## config.mk

```make
export PLATFORM = sky130hd
export DESIGN_NAME = sfdp_read_responder
export DESIGN_NICKNAME = d
export VERILOG_FILES = /design/src/hdl/sfdp_pkg.sv /design/src/hdl/sfdp_table.sv /design/src/hdl/sfdp_read_responder.sv
export VERILOG_INCLUDE_DIRS = /design/src /design/src/hdl
export SDC_FILE = /design/constraint.sdc
export NUM_CORES = 1
export LEC_CHECK = 0
export BUFFER_PORTS_ARGS = -buffer_cell sky130_fd_sc_hd__buf_2
export CORE_ASPECT_RATIO = 0.5
export CORE_UTILIZATION = 30
export DETAILED_ROUTE_END_ITERATION = 10
export PLACE_DENSITY = 0.64
export SLEW_MARGIN = 20
export SYNTH_ARGS = -nofsm -noshare
export SYNTH_HDL_FRONTEND = slang
export SYNTH_SLANG_ARGS = --single-unit
```

## constraint.sdc

```tcl
create_clock -name clk -period 2.2 [get_ports clk]
set_clock_uncertainty 0.2 [all_clocks]
set_input_delay 0.44 -clock clk [delete_from_list [all_inputs] [get_ports clk]]
set_output_delay 0.44 -clock clk [all_outputs]
set_load 0.02 [all_outputs]
```

## src/hdl/sfdp_consts.svh

```systemverilog
// Constants for the discoverable-parameter read responder.
`ifndef SFDP_CONSTS_SVH
`define SFDP_CONSTS_SVH

// ----------------------------------------------------------------
// Serial commands and frame lengths
// ----------------------------------------------------------------
`define SFDP_OP_READ 8'h5a
`define SFDP_OP_VOL_WREN 8'h50
`define SFDP_OPCODE_LAST 5'h07
`define SFDP_ADDR_LAST 5'h17
`define SFDP_DUMMY_LAST 5'h07
`define SFDP_BIT_LAST 3'h7

// ----------------------------------------------------------------
// Parameter table contents
// ----------------------------------------------------------------
`define SFDP_SIG_B0 8'h53
`define SFDP_SIG_B1 8'h46
`define SFDP_SIG_B2 8'h44
`define SFDP_SIG_B3 8'h50
`define SFDP_HDR_MINOR 8'h00
`define SFDP_HDR_MAJOR 8'h01
`define SFDP_HEADER_COUNT 8'h00
`define SFDP_RESERVED 8'hff
`define SFDP_PARAM_ID 8'h00
`define SFDP_TBL_MINOR 8'h00
`define SFDP_TBL_MAJOR 8'h01
`define SFDP_TBL_LEN_DW 8'h09
`define SFDP_PTR_B0 8'h30
`define SFDP_PTR_B1 8'h00
`define SFDP_PTR_B2 8'h00
`define SFDP_TBL_ERASE_INFO 8'hed
`define SFDP_TBL_ERASE_OP 8'h20
`define SFDP_FILL 8'hff

// ----------------------------------------------------------------
// Register map and reset values
// ----------------------------------------------------------------
`define REG_CTRL_OFS 12'h000
`define REG_STATUS_OFS 12'h004
`define REG_ADDR_OFS 12'h008
`define CTRL_ENABLE_BIT 0
`define STATUS_BUSY_BIT 0
`define STATUS_ACTIVE_BIT 1
`define STATUS_WREN_BIT 2
`define STATUS_REJECT_BIT 3
`define CTRL_ENABLE_RST 1'b1

`endif

```

## src/hdl/sfdp_pkg.sv

```systemverilog
// Types shared by the discoverable-parameter read responder.
`default_nettype none
package sfdp_pkg;

  typedef enum logic [2:0] {
    S_CMD = 3'b000,
    S_ADDR = 3'b001,
    S_DUMMY = 3'b010,
    S_DATA = 3'b011,
    S_IGNORE = 3'b100
  } phase_e;

  typedef struct packed {
    phase_e st;
    logic [4:0] cnt;
    logic [23:0] sh;
    logic [8:0] addr;
    logic [2:0] bitn;
    logic miso;
    logic oe;
    logic vol_wren;
    logic rejected;
    logic enable;
    logic sclk_q;
    logic pready;
    logic [31:0] prdata;
    logic pslverr;
  } state_s;

endpackage
`default_nettype wire

```

## src/hdl/sfdp_table.sv

```systemverilog
// Read-only parameter table, 512 locations, combinational lookup.
`include "sfdp_consts.svh"
`default_nettype none
module sfdp_table (
  input wire logic [8:0] addr,
  output logic [7:0] data
);

  // ----------------------------------------------------------------
  // Table lookup
  // ----------------------------------------------------------------
  // Unlisted locations fall to the fill value so a host scanning the
  // whole space never sees stale or random data.
  always_comb begin
    unique case (addr)
      // RULE_09 - signature bytes.
      9'h000: data = `SFDP_SIG_B0;
      9'h001: data = `SFDP_SIG_B1;
      9'h002: data = `SFDP_SIG_B2;
      9'h003: data = `SFDP_SIG_B3;
      // RULE_10 - header revision.
      9'h004: data = `SFDP_HDR_MINOR;
      9'h005: data = `SFDP_HDR_MAJOR;
      // RULE_11 - header count, reserved.
      9'h006: data = `SFDP_HEADER_COUNT;
      9'h007: data = `SFDP_RESERVED;
      // RULE_12 - parameter header identity.
      9'h008: data = `SFDP_PARAM_ID;
      9'h009: data = `SFDP_TBL_MINOR;
      9'h00a: data = `SFDP_TBL_MAJOR;
      // RULE_13 - table length words.
      9'h00b: data = `SFDP_TBL_LEN_DW;
      // RULE_14 - table pointer bytes.
      9'h00c: data = `SFDP_PTR_B0;
      9'h00d: data = `SFDP_PTR_B1;
      9'h00e: data = `SFDP_PTR_B2;
      9'h00f: data = `SFDP_RESERVED;
      // RULE_15 - erase info byte; RULE_16 - write-enable select field.
      9'h030: data = `SFDP_TBL_ERASE_INFO;
      // RULE_17 - small erase opcode.
      9'h031: data = `SFDP_TBL_ERASE_OP;
      // RULE_20 - undefined locations fill.
      default: data = `SFDP_FILL;
    endcase
  end

endmodule // sfdp_table
`default_nettype wire

```

## src/hdl/sfdp_read_responder.sv

```systemverilog
// Serial discoverable-parameter read responder with an APB control slave.
//
// Behaviour
// RULE_01 - Select low plus opcode 5Ah starts a parameter-table read.
// RULE_02 - Three address bytes then a dummy byte, all sampled on rising clock.
// RULE_03 - After the dummy byte, output table bits, changing on falling clock.
// RULE_04 - Any start address; address advances after each output byte.
// RULE_05 - Parameter space is 512 bytes; reads stay inside it.
// RULE_06 - Address wraps to zero past the top; output continues while selected.
// RULE_07 - Raising select stops output drive and abandons the command immediately.
// RULE_08 - Read arriving during erase, program or write is ignored harmlessly.
// RULE_09 - Bytes 00h-03h return 53h 46h 44h 50h, the signature.
// RULE_10 - Byte 04h returns 00h, byte 05h returns 01h.
// RULE_11 - Byte 06h returns 00h, one header; byte 07h returns FFh.
// RULE_12 - Bytes 08h, 09h, 0Ah return 00h, 00h, 01h.
// RULE_13 - Byte 0Bh returns 09h, table length in words.
// RULE_14 - Bytes 0Ch-0Eh return pointer 000030h low first; 0Fh returns FFh.
// RULE_15 - Table byte 30h returns EDh describing erase and write features.
// RULE_16 - Write-enable field reads 01b; opcode 50h enables volatile status writes.
// RULE_17 - Table byte 31h returns 20h, the small erase opcode.
// RULE_18 - Busy flag is high during self-timed cycles and gates read rejection.
// RULE_19 - Select high enters standby; next selection starts a fresh command.
// RULE_20 - Undefined parameter-space locations return FFh.
// RULE_21 - Dummy byte lasts eight clocks; output stays undriven meanwhile.
`include "sfdp_consts.svh"
`default_nettype none
module sfdp_read_responder (
  input wire logic clk,
  input wire logic reset_n,
  input wire logic psel,
  input wire logic penable,
  input wire logic pwrite,
  input wire logic [11:0] paddr,
  input wire logic [31:0] pwdata,
  output logic [31:0] prdata,
  output logic pready,
  output logic pslverr,
  input wire logic sclk,
  input wire logic cs_n,
  input wire logic mosi,
  output logic miso,
  output logic miso_oe,
  input wire logic busy_cycle_flag
);

  // ----------------------------------------------------------------
  // Helpers
  // ----------------------------------------------------------------
  // Decode shared by the read mux and the write path: {hit, index}.
  function automatic logic [2:0] reg_decode(input logic [11:0] a);
    logic [2:0] d;
    d = 3'h0;
    if (a == `REG_CTRL_OFS) begin
      d = 3'h4;
    end else if (a == `REG_STATUS_OFS) begin
      d = 3'h5;
    end else if (a == `REG_ADDR_OFS) begin
      d = 3'h6;
    end
    return d;
  endfunction

  sfdp_pkg::state_s r;
  sfdp_pkg::state_s n;
  logic rise;
  logic fall;
  logic [7:0] rom_byte;
  logic [2:0] dec;
  logic setup;
  logic access;

  // Clock edges are found by comparing with last cycle's sample, so the
  // serial clock must stay well below half the system clock.
  assign rise = sclk & ~r.sclk_q;
  assign fall = ~sclk & r.sclk_q;
  assign dec = reg_decode(paddr);
  assign setup = psel & ~penable;
  assign access = psel & penable & r.pready;

  sfdp_table u_table (
    .addr(r.addr),
    .data(rom_byte)
  );

  // ----------------------------------------------------------------
  // Next-state logic
  // ----------------------------------------------------------------
  // The APB clears come before the serial logic so that a flag set by the
  // serial side in the same cycle overrides the clear.
  always_comb begin
    logic [7:0] opc;
    logic [31:0] rd;
    opc = 8'h00;
    rd = 32'h0000_0000;
    n = r;
    n.sclk_q = sclk;

    // Register read mux, sampled in the setup cycle.
    unique case (dec)
      3'h4: rd[`CTRL_ENABLE_BIT] = r.enable;
      3'h5: begin
        rd[`STATUS_BUSY_BIT] = busy_cycle_flag;
        rd[`STATUS_ACTIVE_BIT] = (r.st == sfdp_pkg::S_DATA);
        rd[`STATUS_WREN_BIT] = r.vol_wren;
        rd[`STATUS_REJECT_BIT] = r.rejected;
      end
      3'h6: rd[8:0] = r.addr;
      default: rd = 32'h0000_0000;
    endcase

    // APB answers one cycle after setup; no wait states.
    n.pready = setup;
    n.pslverr = setup & ~dec[2];
    n.prdata = setup ? rd : 32'h0000_0000;
    if (access & pwrite & dec[2]) begin
      if (dec[1:0] == 2'h0) begin
        n.enable = pwdata[`CTRL_ENABLE_BIT];
      end
      if (dec[1:0] == 2'h1) begin
        if (pwdata[`STATUS_WREN_BIT]) begin
          n.vol_wren = 1'b0;
        end
        if (pwdata[`STATUS_REJECT_BIT]) begin
          n.rejected = 1'b0;
        end
      end
    end

    // RULE_07 - deselect abandons command; RULE_19 - standby.
    if (cs_n) begin
      n.st = sfdp_pkg::S_CMD;
      n.cnt = 5'h00;
      n.oe = 1'b0;
    end else begin
      unique case (r.st)
        sfdp_pkg::S_CMD: begin
          if (rise) begin
            // RULE_02 - sample on rising.
            n.sh = {r.sh[22:0], mosi};
            n.cnt = r.cnt + 5'h01;
            if (r.cnt == `SFDP_OPCODE_LAST) begin
              n.cnt = 5'h00;
              opc = {r.sh[6:0], mosi};
              n.st = sfdp_pkg::S_IGNORE;
              // RULE_01 - read opcode decode.
              if (r.enable && opc == `SFDP_OP_READ) begin
                // RULE_08 - busy rejects read; RULE_18 - busy gating.
                if (busy_cycle_flag) begin
                  n.rejected = 1'b1;
                end else begin
                  n.st = sfdp_pkg::S_ADDR;
                end
              end
              // RULE_16 - volatile write enable.
              if (r.enable && opc == `SFDP_OP_VOL_WREN && !busy_cycle_flag) begin
                n.vol_wren = 1'b1;
              end
            end
          end
        end
        sfdp_pkg::S_ADDR: begin
          if (rise) begin
            n.sh = {r.sh[22:0], mosi};
            n.cnt = r.cnt + 5'h01;
            if (r.cnt == `SFDP_ADDR_LAST) begin
              // RULE_04 - any start address; RULE_05 - 512-byte space.
              n.addr = {r.sh[7:0], mosi};
              n.cnt = 5'h00;
              n.st = sfdp_pkg::S_DUMMY;
            end
          end
        end
        sfdp_pkg::S_DUMMY: begin
          // RULE_21 - eight dummy clocks.
          if (rise) begin
            n.cnt = r.cnt + 5'h01;
            if (r.cnt == `SFDP_DUMMY_LAST) begin
              n.cnt = 5'h00;
              n.bitn = 3'h0;
              n.st = sfdp_pkg::S_DATA;
            end
          end
        end
        sfdp_pkg::S_DATA: begin
          // RULE_03 - drive on falling.
          if (fall) begin
            n.miso = rom_byte[~r.bitn];
            n.oe = 1'b1;
            n.bitn = r.bitn + 3'h1;
            // RULE_04 - advance address; RULE_06 - 9-bit wrap.
            if (r.bitn == `SFDP_BIT_LAST) begin
              n.addr = r.addr + 9'h001;
            end
          end
        end
        sfdp_pkg::S_IGNORE: begin
          n.oe = 1'b0;
        end
        default: begin
          n.st = sfdp_pkg::S_IGNORE;
        end
      endcase
    end
  end

  // ----------------------------------------------------------------
  // State register
  // ----------------------------------------------------------------
  // The sampled clock resets low; in mode 3 the first cycle after reset
  // may see a spurious rise, harmless because select is then high.
  always_ff @(posedge clk or negedge reset_n) begin
    if (!reset_n) begin
      r <= '0;
      r.enable <= `CTRL_ENABLE_RST;
    end else begin
      r <= n;
    end
  end

  assign prdata = r.prdata;
  assign pready = r.pready;
  assign pslverr = r.pslverr;
  assign miso = r.miso;
  assign miso_oe = r.oe;

  // ----------------------------------------------------------------
  // Checks
  // ----------------------------------------------------------------
  chk_deselect_oe: assert property (@(posedge clk) disable iff (!reset_n) // RULE_07
    cs_n |=> !miso_oe && r.st == sfdp_pkg::S_CMD)
    else $error("output still driven after deselect");

  chk_standby_fresh: assert property (@(posedge clk) disable iff (!reset_n) // RULE_19
    (cs_n ##1 !cs_n) |-> r.cnt == 5'h00 && r.st == sfdp_pkg::S_CMD)
    else $error("command not fresh on new selection");

  chk_busy_reject: assert property (@(posedge clk) disable iff (!reset_n) // RULE_08
    (!cs_n && rise && r.st == sfdp_pkg::S_CMD && r.cnt == 5'h07
     && r.enable && {r.sh[6:0], mosi} == 8'h5a && busy_cycle_flag)
    |=> r.st == sfdp_pkg::S_IGNORE && r.rejected)
    else $error("read accepted while busy");

  chk_read_accept: assert property (@(posedge clk) disable iff (!reset_n) // RULE_01
    (!cs_n && rise && r.st == sfdp_pkg::S_CMD && r.cnt == 5'h07 && r.enable
     && {r.sh[6:0], mosi} == 8'h5a && !busy_cycle_flag)
    |=> r.st == sfdp_pkg::S_ADDR)
    else $error("read opcode not decoded");

  chk_out_on_fall: assert property (@(posedge clk) disable iff (!reset_n) // RULE_03
    $changed(r.miso) |-> $past(fall))
    else $error("output changed off falling clock");

  chk_addr_advance: assert property (@(posedge clk) disable iff (!reset_n) // RULE_06
    (!cs_n && fall && r.st == sfdp_pkg::S_DATA && r.bitn == 3'h7)
    |=> r.addr == $past(r.addr) + 9'h001)
    else $error("address did not advance after byte");

  chk_dummy_quiet: assert property (@(posedge clk) disable iff (!reset_n) // RULE_21
    (r.st == sfdp_pkg::S_DUMMY) |-> !miso_oe && r.cnt <= 5'h07)
    else $error("dummy phase drives output or overruns");

  chk_data_entry: assert property (@(posedge clk) disable iff (!reset_n) // RULE_02
    (r.st == sfdp_pkg::S_DATA && $past(r.st) != sfdp_pkg::S_DATA)
    |-> $past(r.st) == sfdp_pkg::S_DUMMY && $past(r.cnt) == 5'h07)
    else $error("data phase entered early");

  chk_signature_byte: assert property (@(posedge clk) disable iff (!reset_n) // RULE_09
    (r.addr == 9'h000) |-> rom_byte == 8'h53)
    else $error("signature byte wrong");

  chk_wren_set: assert property (@(posedge clk) disable iff (!reset_n) // RULE_16
    (!cs_n && rise && r.st == sfdp_pkg::S_CMD && r.cnt == 5'h07 && r.enable
     && {r.sh[6:0], mosi} == 8'h50 && !busy_cycle_flag) |=> r.vol_wren)
    else $error("volatile write enable not set");

  chk_addr_load: assert property (@(posedge clk) disable iff (!reset_n) // RULE_04
    (!cs_n && rise && r.st == sfdp_pkg::S_ADDR && r.cnt == 5'h17)
    |=> r.addr == {$past(r.sh[7:0]), $past(mosi)})
    else $error("start address not loaded from last address bits");

  chk_addr_wrap: assert property (@(posedge clk) disable iff (!reset_n) // RULE_06
    (!cs_n && fall && r.st == sfdp_pkg::S_DATA && r.bitn == 3'h7 && r.addr == 9'h1ff)
    |=> r.addr == 9'h000)
    else $error("address did not wrap to zero");

  chk_fill_blank: assert property (@(posedge clk) disable iff (!reset_n) // RULE_20
    (r.addr inside {[9'h010:9'h02f]} || r.addr > 9'h031)
    |-> rom_byte == 8'hff)
    else $error("undefined location not blank");

  chk_oe_data_only: assert property (@(posedge clk) disable iff (!reset_n) // RULE_21
    miso_oe |-> r.st == sfdp_pkg::S_DATA)
    else $error("output driven outside data phase");

  chk_ignore_quiet: assert property (@(posedge clk) disable iff (!reset_n) // RULE_08
    (r.st == sfdp_pkg::S_IGNORE) |-> !miso_oe)
    else $error("ignored command drives output");

  chk_rise_only: assert property (@(posedge clk) disable iff (!reset_n) // RULE_02
    (!cs_n && !rise && r.st == sfdp_pkg::S_ADDR)
    |=> r.cnt == $past(r.cnt) && r.st == sfdp_pkg::S_ADDR)
    else $error("address bit taken without rising clock");

endmodule // sfdp_read_responder
`default_nettype wire

```

==> impl_metrics.tcl, run 1 <==
set metrics [dict create \
    status "finished with violations" \
    violations "setup timing" \
    power.density_mw_per_mm2 624 \
    dp_cells 452 \
    overflow 0 \
    syn_inst 287 \
    ys_seq_area_frac 0.407 \
    grt_max_degree 30 \
    clock_path_buffers 2 \
    diodes 0 \
    p_int_w 0.00159 \
    hold_path_class "in2reg" \
    drt_iter0_markers 151 \
    worst-setup-path-type "reg2reg" \
    post-route-period-util 1.00 \
    cp.required_ps 2170 \
    slew_headroom 0.567 \
    route.vias.total 2288 \
    p_seq_frac 0.452 \
    met2WireLength_um 2870 \
    viasPerCell 4.91 \
    drive_above_1_share 0.332 \
    wl_met3_um 355 \
    startpoint "r[44]" \
    path_max_fanout 4 \
    port_buffers 36 \
    ys_seq_elements 45 \
    synth_top_area_frac 0.397 \
    drt_drc_violations_left 0 \
    initial_core_util 0.314 \
    drtAntennaViolNets 0 \
    clock_sinks 45 \
    clock_latency_ps 290 \
    p_sw_w 0.000545 \
    grt_pass1_vias 2105 \
    post_dp_cell_area_sq_mm 0.00314 \
    nFillCells 909 \
    ys_warn_count 0 \
    rsz0062_at_grt "true" \
    p_leak_nw 1.61 \
    synth-main-ff-cell "dfrtp_1" \
    drv_cap 0 \
    nets 409 \
    timing.hold.ws_ps 101 \
    setup_viol 1 \
    fp.dieArea_sq_mm 0.00965 \
    reg2reg_slack_ps -4 \
    worstSetupStartpointType "flop" \
    finalHoldViolations 0 \
    wl_met1_um 2990 \
    top_layer "met4" \
    ios 89 \
    numCtsBuffers 5 \
    switching_share 0.255 \
    syn2layout_area_growth_pct 23.5 \
    ir_drop_mv 0.365 \
    dieHeight_um 70.0 \
    grt_pass1_wl_um 10300 \
    dr.pass1.iters 4 \
    grt_antenna_before_repair 0 \
    hpwl_um 4810 \
    clockRootBuffer "clkbuf_16" \
    fmax_mhz 454 \
    comb_power_share 0.132 \
    slew_violations 0 \
    dp_slack_ps -69.3 \
    grt_usage 0.139 \
    cts_tree "built" \
    dieWidth_um 138 \
    cts_max_level 2 \
    yosys-top-cells-area "dfrtp_1 (40%), buf_4 (9.5%), mux2_2 (4.9%)" \
    setup_slack_ps -4.43 \
    min-delay-start "sclk" \
    finalWirelength_um 6310 \
    finalWorstPathRequiredPeriod_ps 2200 \
    clk_pin_slew_worst_paths_ps 60 \
    final_area_sq_mm 0.00342 \
    instances_no_fill 466 \
    core_sq_mm 0.00883 \
    rows 24 \
    synthArstFlopShare 1.00 \
    synth.avg_cell_area_sq_um 9.66 \
    wl_per_cell_um 13.5 \
    gp_congestion 0.877 \
    endpoint_kind "flop" \
    r2r_start "r[44]" \
    cp.arrival_ps 2170 \
    tns_ps -4.43 \
    syn-cell-area_sq_mm 0.00277 \
    tightestPinTransition_ps 649 \
    synth_top_cell_by_area "dfrtp_1" \
    synthDistinctLibCells 58 \
    synth_enable_flop_cells 0 \
    pwr-share-clk 0.416 \
]
## power groups by stage
| stage | sequential, W | combinational, W | clock [W] |
|---|---|---|---|
| floorplan | 0.000953 | 0.000215 | 0 |
| global placement | 0.000975 | 0.000270 | 0 |
| detailed placement | 0.000978 | 0.000277 | 0 |
| CTS | 0.000963 | 0.000279 | 0.000914 |
| global route | 0.000975 | 0.000315 | 0.000942 |
| finish | 0.000966 | 0.000281 | 0.000888 |
## cell usage after synthesis (all sizes together), types with 4 or more instances
library cell / count
dfrtp: 44
buf: 37
nor2: 22
nand2: 21
inv: 13
mux2: 12
nand3: 11
a22o: 10
o21ai: 9
a21oi: 8
and3: 8
clkbuf: 8
ha: 8
nand2b: 7
a22oi: 6
nand3b: 4
nor4: 4
## critical path: stages, from the launching register on
cell and delay [ps]:
dfrtp_2 440, ha_2 190, mux4_2 480, nor4_2 260, and4b_1 240, o221ai_2 160, a31oi_1 110
## what timing repair did
item                                    CTS  global route
pin swaps                                 1             5
cloned                                    0             0
endpoints found under the setup margin    4             5
resized for setup                         1            18
hold buffers                              1             0
buffers inserted                          1             4
endpoints found under the hold margin    26             0
## worst paths after layout
path / to / depth (start not counted)
min: r[34] / 1
min in group asynchronous: r[57] / 2
min reg2reg: r[37] / 2
max reg2reg: miso / 6
max in group asynchronous: pready / 3
max: miso / 6
## metrics by stage
step / util / total power [W]
after floorplan: - / 0.00117
after global placement: 0.356 / 0.00124
after detailed placement: 0.356 / 0.00126
after CTS: 0.378 / 0.00216
after global routing: 0.388 / 0.00223
final: 0.388 / 0.00213
## cell usage in the layout, fill, tap and decap left out, types with 10 or more instances in the layout
| cell type | n |
|---|---|
| nor2_1 | 22 |
| nand3_1 | 11 |
| inv_1 | 11 |
| dfrtp_1 | 43 |
| nand2_1 | 21 |
| mux2_2 | 12 |
| buf_4 | 39 |
| buf_2 | 36 |
| a22o_1 | 10 |
| conb_1 | 23 |
## cell families (layout without fill, tap and decap cells)
group | Yosys count | count (layout) | share of synthesized area
other cells | 1 | 23 | 0.00135
mux | 13 | 13 | 0.0569
flops | 45 | 45 | 0.407
buf+inv | 58 | 98 | 0.127
xor+xnor | 1 | 1 | 0.00316
compound gates | 64 | 64 | 0.177
simple gates | 97 | 97 | 0.191
fa+ha+maj | 8 | 8 | 0.0361
## state kept, by name, summed over array words and instances (netlist names)
register and count:
pready 1, miso 1, r 32, miso_oe 1, pslverr 1, prdata 9
## cell type report
| class | instances | area, sq um | area share |
|---|---|---|---|
| Timing Repair Buffer | 77 | 494 | 0.144 |
| Clock buffer | 6 | 139 | 0.0406 |
| Multi-Input combinational cell | 206 | 1430 | 0.417 |
| Tap cell | 117 | 146 | 0.0428 |
| Sequential cell | 45 | 1130 | 0.330 |
| Inverter | 13 | 48.8 | 0.0143 |
| Clock inverter | 2 | 37.5 | 0.0110 |
## routing by layer
layer  vias up  GRT usage
met4         0     0.0543
met5         -          0
met2        79      0.207
met3         9     0.0327
li1       1116          -
met1      1084      0.194
(Power assumes the default switching activity.)
==> inputs of run 2 (changes only) <==
--- a/config.mk
+++ b/config.mk
@@ -7,10 +7,12 @@
 export NUM_CORES = 1
 export LEC_CHECK = 0
 export BUFFER_PORTS_ARGS = -buffer_cell sky130_fd_sc_hd__buf_2
+export CELL_PAD_IN_SITES_DETAIL_PLACEMENT = 1
+export CELL_PAD_IN_SITES_GLOBAL_PLACEMENT = 2
 export CORE_ASPECT_RATIO = 0.5
-export CORE_UTILIZATION = 30
+export CORE_UTILIZATION = 27
 export DETAILED_ROUTE_END_ITERATION = 10
-export PLACE_DENSITY = 0.64
+export PLACE_DENSITY = 0.85
 export SLEW_MARGIN = 20
 export SYNTH_ARGS = -nofsm -noshare
 export SYNTH_HDL_FRONTEND = slang
==> impl_metrics.tcl, run 2 (synthesis results as in run 1) <==
set metrics [dict create \
    status "complete, no violations" \
    wl_per_cell_um 14.1 \
    hold_path_class "in2reg" \
    worst-setup-path-type "reg2reg" \
    grt_pass1_wl_um 11400 \
    grt_max_degree 19 \
    endpoint "r[51]" \
    r2r_start "r[82]" \
    path_max_fanout 18 \
    slowest_delay_ps 420 \
    drv_cap 0 \
    hpwl_um 5260 \
    drive_above_1_share 0.319 \
    dp_slack_ps -99.8 \
    endpoint_kind "flop" \
    diodes 0 \
    nets 411 \
    overflow 0 \
    grt_antenna_before_repair 0 \
    startpoint "r[82]" \
    ff_latch_area_sq_mm 0.00113 \
    cts_max_level 2 \
    reg2reg_depth 6 \
    rows 25 \
    p_leak_nw 1.61 \
    numCtsBuffers 5 \
    ios 89 \
    slew_violations 0 \
    fmax_mhz 472 \
    dieHeight_um 73.6 \
    clock_path_buffers 2 \
    final_cell_mix "dfrtp_1 (44), buf_4 (41), buf_2 (36), conb_1 (23), nor2_1 (22)" \
    drt_drc_violations_left 0 \
    worstSetupStartpointType "flop" \
    dr.pass1.iters 4 \
    core_sq_mm 0.00970 \
    crit_buf_inv 1 \
    clk_pin_slew_worst_paths_ps 70 \
    reg2reg_slack_ps 80 \
    top_register "r" \
    path_cells "nand3b_1 > or3b_4 > a211oi_4 > buf_12 > a21bo_1 > a22o_1" \
    critPathTopFamily "compound AO/OA/AOI/OAI gates" \
    initial_core_util 0.286 \
    clock_latency_ps 290 \
    cp.required_ps 2180 \
    nFillCells 1150 \
    ir_drop_mv 0.299 \
    r2r_end "r[51]" \
    clockRootBuffer "clkbuf_16" \
    rsz0062_at_grt "true" \
    fp.dieArea_sq_mm 0.0107 \
    drt_iter0_markers 114 \
    viasPerCell 4.69 \
    timing.hold.ws_ps 122 \
    largest_register_ffs 32 \
    dieWidth_um 145 \
    path_depth 6 \
    cpMaxStageDelayCell "dfrtp_1" \
    clock_sinks 45 \
    finalWirelength_um 6850 \
    setup_viol 0 \
    grt_usage 0.133 \
    post-route-period-util 0.963 \
    layout_commonest_cell "dfrtp_1" \
    finalWorstPathRequiredPeriod_ps 2120 \
    cts_tree "built" \
    gp_congestion 0.749 \
    finalHoldViolations 0 \
    grt_pass1_vias 2332 \
    port_buffers 36 \
    syn2layout_area_growth_pct 23.5 \
    multi_input_area_sq_mm 0.00141 \
    route.vias.total 2279 \
    setup_slack_ps 81.1 \
    power.density_mw_per_mm2 589 \
    cp.arrival_ps 2100 \
    drtAntennaViolNets 0 \
]
-- run 2: worst min-delay path by stage --
stage / endpoint / start / cells after the start
2_1_floorplan: miso / reset_n / 0
3_3_place_gp: r[58] / reset_n / 1
3_5_place_dp: r[57] / reset_n / 1
4_1_cts: r[34] / sclk / 1
5_1_grt: r[34] / sclk / 1
6_report: r[34] / sclk / 1
-- run 2: per-stage QoR --
step           TNS, ps  cells  cell area (sq um)  utilization  total power [W]
6_report             0    486               3420        0.353          0.00202
5_1_grt          -50.9    486               3420        0.353          0.00210
4_1_cts              0    481               3360        0.347          0.00203
3_5_place_dp      -535    472               3190        0.329          0.00125
3_3_place_gp      -309    472               3190        0.329          0.00124
2_1_floorplan        0    309               2850            -          0.00117
-- run 2: timing repair --
| item | 4_1_cts | 5_1_grt |
|---|---|---|
| setup endpoints to repair | 7 | 2 |
| gates resized for setup | 2 | 5 |
| buffers inserted | 0 | 5 |
| endpoints found under the hold margin | 14 | 0 |
| hold buffers | 1 | 0 |
| pin swaps | 0 | 1 |
-- run 2: routing by layer --
metal  track usage  vias to the layer above  share of wire
met3        0.0217                        4          0.040
met2         0.226                       48           0.47
li1              -                     1113              -
met5             0                        -              0
met1         0.177                     1114           0.48
met4        0.0374                        0         0.0082
-- run 2: report_power, final --
group	internal [W]	leakage (nW)	switching [W]	total, W
Clock	0.000427	0.0704	0.000341	0.000769
Sequential	0.000888	0.602	0.0000757	0.000964
Combinational	0.000135	0.941	0.000149	0.000285
Total	0.00145	1.61	0.000567	0.00202
-- run 2: final cells by class --
type	count	share of cell area
multi-input cells	206	0.412
flip-flops and latches	45	0.329
repair buffers	79	0.151
well taps	135	0.0494
clock buffers	5	0.0366
inverters	13	0.0143
clock inverters	3	0.00731
==> inputs of run 3 (changes only) <==
--- a/config.mk
+++ b/config.mk
@@ -9,11 +9,10 @@
 export BUFFER_PORTS_ARGS = -buffer_cell sky130_fd_sc_hd__buf_2
 export CELL_PAD_IN_SITES_DETAIL_PLACEMENT = 1
 export CELL_PAD_IN_SITES_GLOBAL_PLACEMENT = 2
-export CORE_ASPECT_RATIO = 0.5
+export CORE_ASPECT_RATIO = 0.8
 export CORE_UTILIZATION = 27
 export DETAILED_ROUTE_END_ITERATION = 10
 export PLACE_DENSITY = 0.85
-export SLEW_MARGIN = 20
 export SYNTH_ARGS = -nofsm -noshare
 export SYNTH_HDL_FRONTEND = slang
 export SYNTH_SLANG_ARGS = --single-unit
==> impl_metrics.tcl, run 3 (synthesis results as in run 1) <==
set metrics [dict create \
    endpoint_kind "flop" \
    clockRootBuffer "clkbuf_16" \
    core_sq_mm 0.00981 \
    dp_slack_ps -38.0 \
    wl_met1_um 3460 \
    finalWorstPathRequiredPeriod_ps 2130 \
    grt_pass1_wl_um 11800 \
    finalHoldViolations 0 \
    multi_input_area_sq_mm 0.00144 \
    nets 406 \
    clk_pin_slew_worst_paths_ps 60 \
    path_max_fanout 4 \
    grt_max_degree 46 \
    ir_drop_mv 0.277 \
    top_register "r" \
    overflow 0 \
    syn2layout_area_growth_pct 22.7 \
    ff_latch_area_sq_mm 0.00113 \
    reg2reg_slack_ps 70 \
    hpwl_um 5470 \
    numCtsBuffers 5 \
    clock_latency_ps 290 \
    wl_met3_um 257 \
    largest_register_ffs 32 \
    crit_top_cell "buf_4" \
    grt_usage 0.141 \
    crit_buf_inv 2 \
    power_w 0.00202 \
    rows 32 \
    tns_ps 0 \
    diodes 0 \
    slew_headroom 0.610 \
    worst-setup-path-type "reg2reg" \
    drt_iter0_markers 83 \
    drv_cap 0 \
    cts_max_level 2 \
    worstSetupStartpointType "flop" \
    layout_commonest_cell "dfrtp_1" \
    reg2reg_depth 8 \
    top_layer "met4" \
    dieWidth_um 115 \
    clock_path_buffers 2 \
    viasPerCell 4.91 \
    setup_viol 0 \
    timing.hold.ws_ps 34.0 \
    drtAntennaViolNets 0 \
    power.density_mw_per_mm2 595 \
    route.vias.total 2365 \
    path_depth 8 \
    initial_core_util 0.283 \
    wl_per_cell_um 15.0 \
    r2r_start "r[76]" \
    slowest_delay_ps 400 \
    finalWirelength_um 7220 \
    dr.pass1.iters 4 \
    setup_slack_ps 71.9 \
    nFillCells 1155 \
    post-route-period-util 0.967 \
    drive_above_1_share 0.315 \
    cpMaxStageDelayCell "dfrtp_1" \
    tightestPinTransition_ps 585 \
    grt_pass1_vias 2428 \
    hold_path_class "in2async" \
    path_cells "ha_4 > nand3b_1 > nand4b_1 > a211oi_4 > buf_4 > buf_4 > o21ai_0 > a22o_1" \
    port_buffers 36 \
    grt_antenna_before_repair 0 \
    cp.required_ps 2170 \
    cp.arrival_ps 2100 \
    post_dp_cell_area_sq_mm 0.00316 \
    cts_tree "built" \
    rsz0062_at_grt "true" \
    drt_drc_violations_left 0 \
    p_leak_nw 1.58 \
    fp.dieArea_sq_mm 0.0107 \
    hold_buffers 0 \
    final_cell_mix "dfrtp_1 (43), buf_4 (38), buf_2 (36), conb_1 (23), nor2_1 (22)" \
    dieHeight_um 92.6 \
    clock_sinks 45 \
    slew_violations 0 \
    ios 89 \
    r2r_end "r[49]" \
    status "complete, no violations" \
    critPathTopFamily "compound AO/OA/AOI/OAI gates" \
    met2WireLength_um 3430 \
    fmax_mhz 470 \
    final_area_sq_mm 0.00340 \
    gp_congestion 0.832 \
]
[run 3: cell count changes in the layout (fill, tap and decap cells not counted), sizes merged]
cell and change:
buf -4, clkbuf +3, clkinv -1, clkinvlp -1, dlygate4sd3 -1, inv -1
[run 3: worst reg2reg max path: stages (launching register included)]
cell and delay, ps:
dfrtp_1 400, ha_4 170, nand3b_1 100, nand4b_1 300, a211oi_4 320, buf_4 160
buf_4 110, o21ai_0 70, a22o_1 190
[run 3: what timing repair did]
| action | in CTS | in global routing |
|---|---|---|
| pin swaps | 1 | 2 |
| hold endpoints to repair | 0 | 0 |
| buffers inserted | 0 | 4 |
| gates resized for setup | 3 | 10 |
| endpoints found under the setup margin | 8 | 8 |
[run 3: final cells by class]
class	count	share of cell area
Clock buffer	8	0.0430
Inverter	13	0.0143
Multi-Input combinational cell	206	0.424
Sequential cell	45	0.332
Tap cell	136	0.0500
Timing Repair Buffer	74	0.137
[run 3: worst max-delay path by stage]
stage / startpoint / end
after floorplan: r[41] / r[47]
after global placement: paddr[7] / prdata[1]
after detailed placement: r[43] / miso
after CTS: r[43] / miso
after global routing: r[43] / miso
final: r[76] / r[49]
[run 3: where the power goes]
group / leakage [nW] / internal [W] / switching, W
logic: 0.910 / 0.000132 / 0.000156
clock network: 0.0712 / 0.000454 / 0.000314
registers: 0.600 / 0.000888 / 0.0000793
total: 1.58 / 0.00147 / 0.000549
[run 3: metal layers]
layer | global-route usage | vias up
li1 | - | 1104
met2 | 0.227 | 45
met1 | 0.193 | 1208
met3 | 0.0308 | 8
met4 | 0.0303 | 0
met5 | 0 | -
[run 3: metrics by stage]
stage / instances / util
global route: 482 / 0.347
finish: 482 / 0.347
global placement: 470 / 0.322
CTS: 478 / 0.338
detailed placement: 470 / 0.322
floorplan: 309 / -
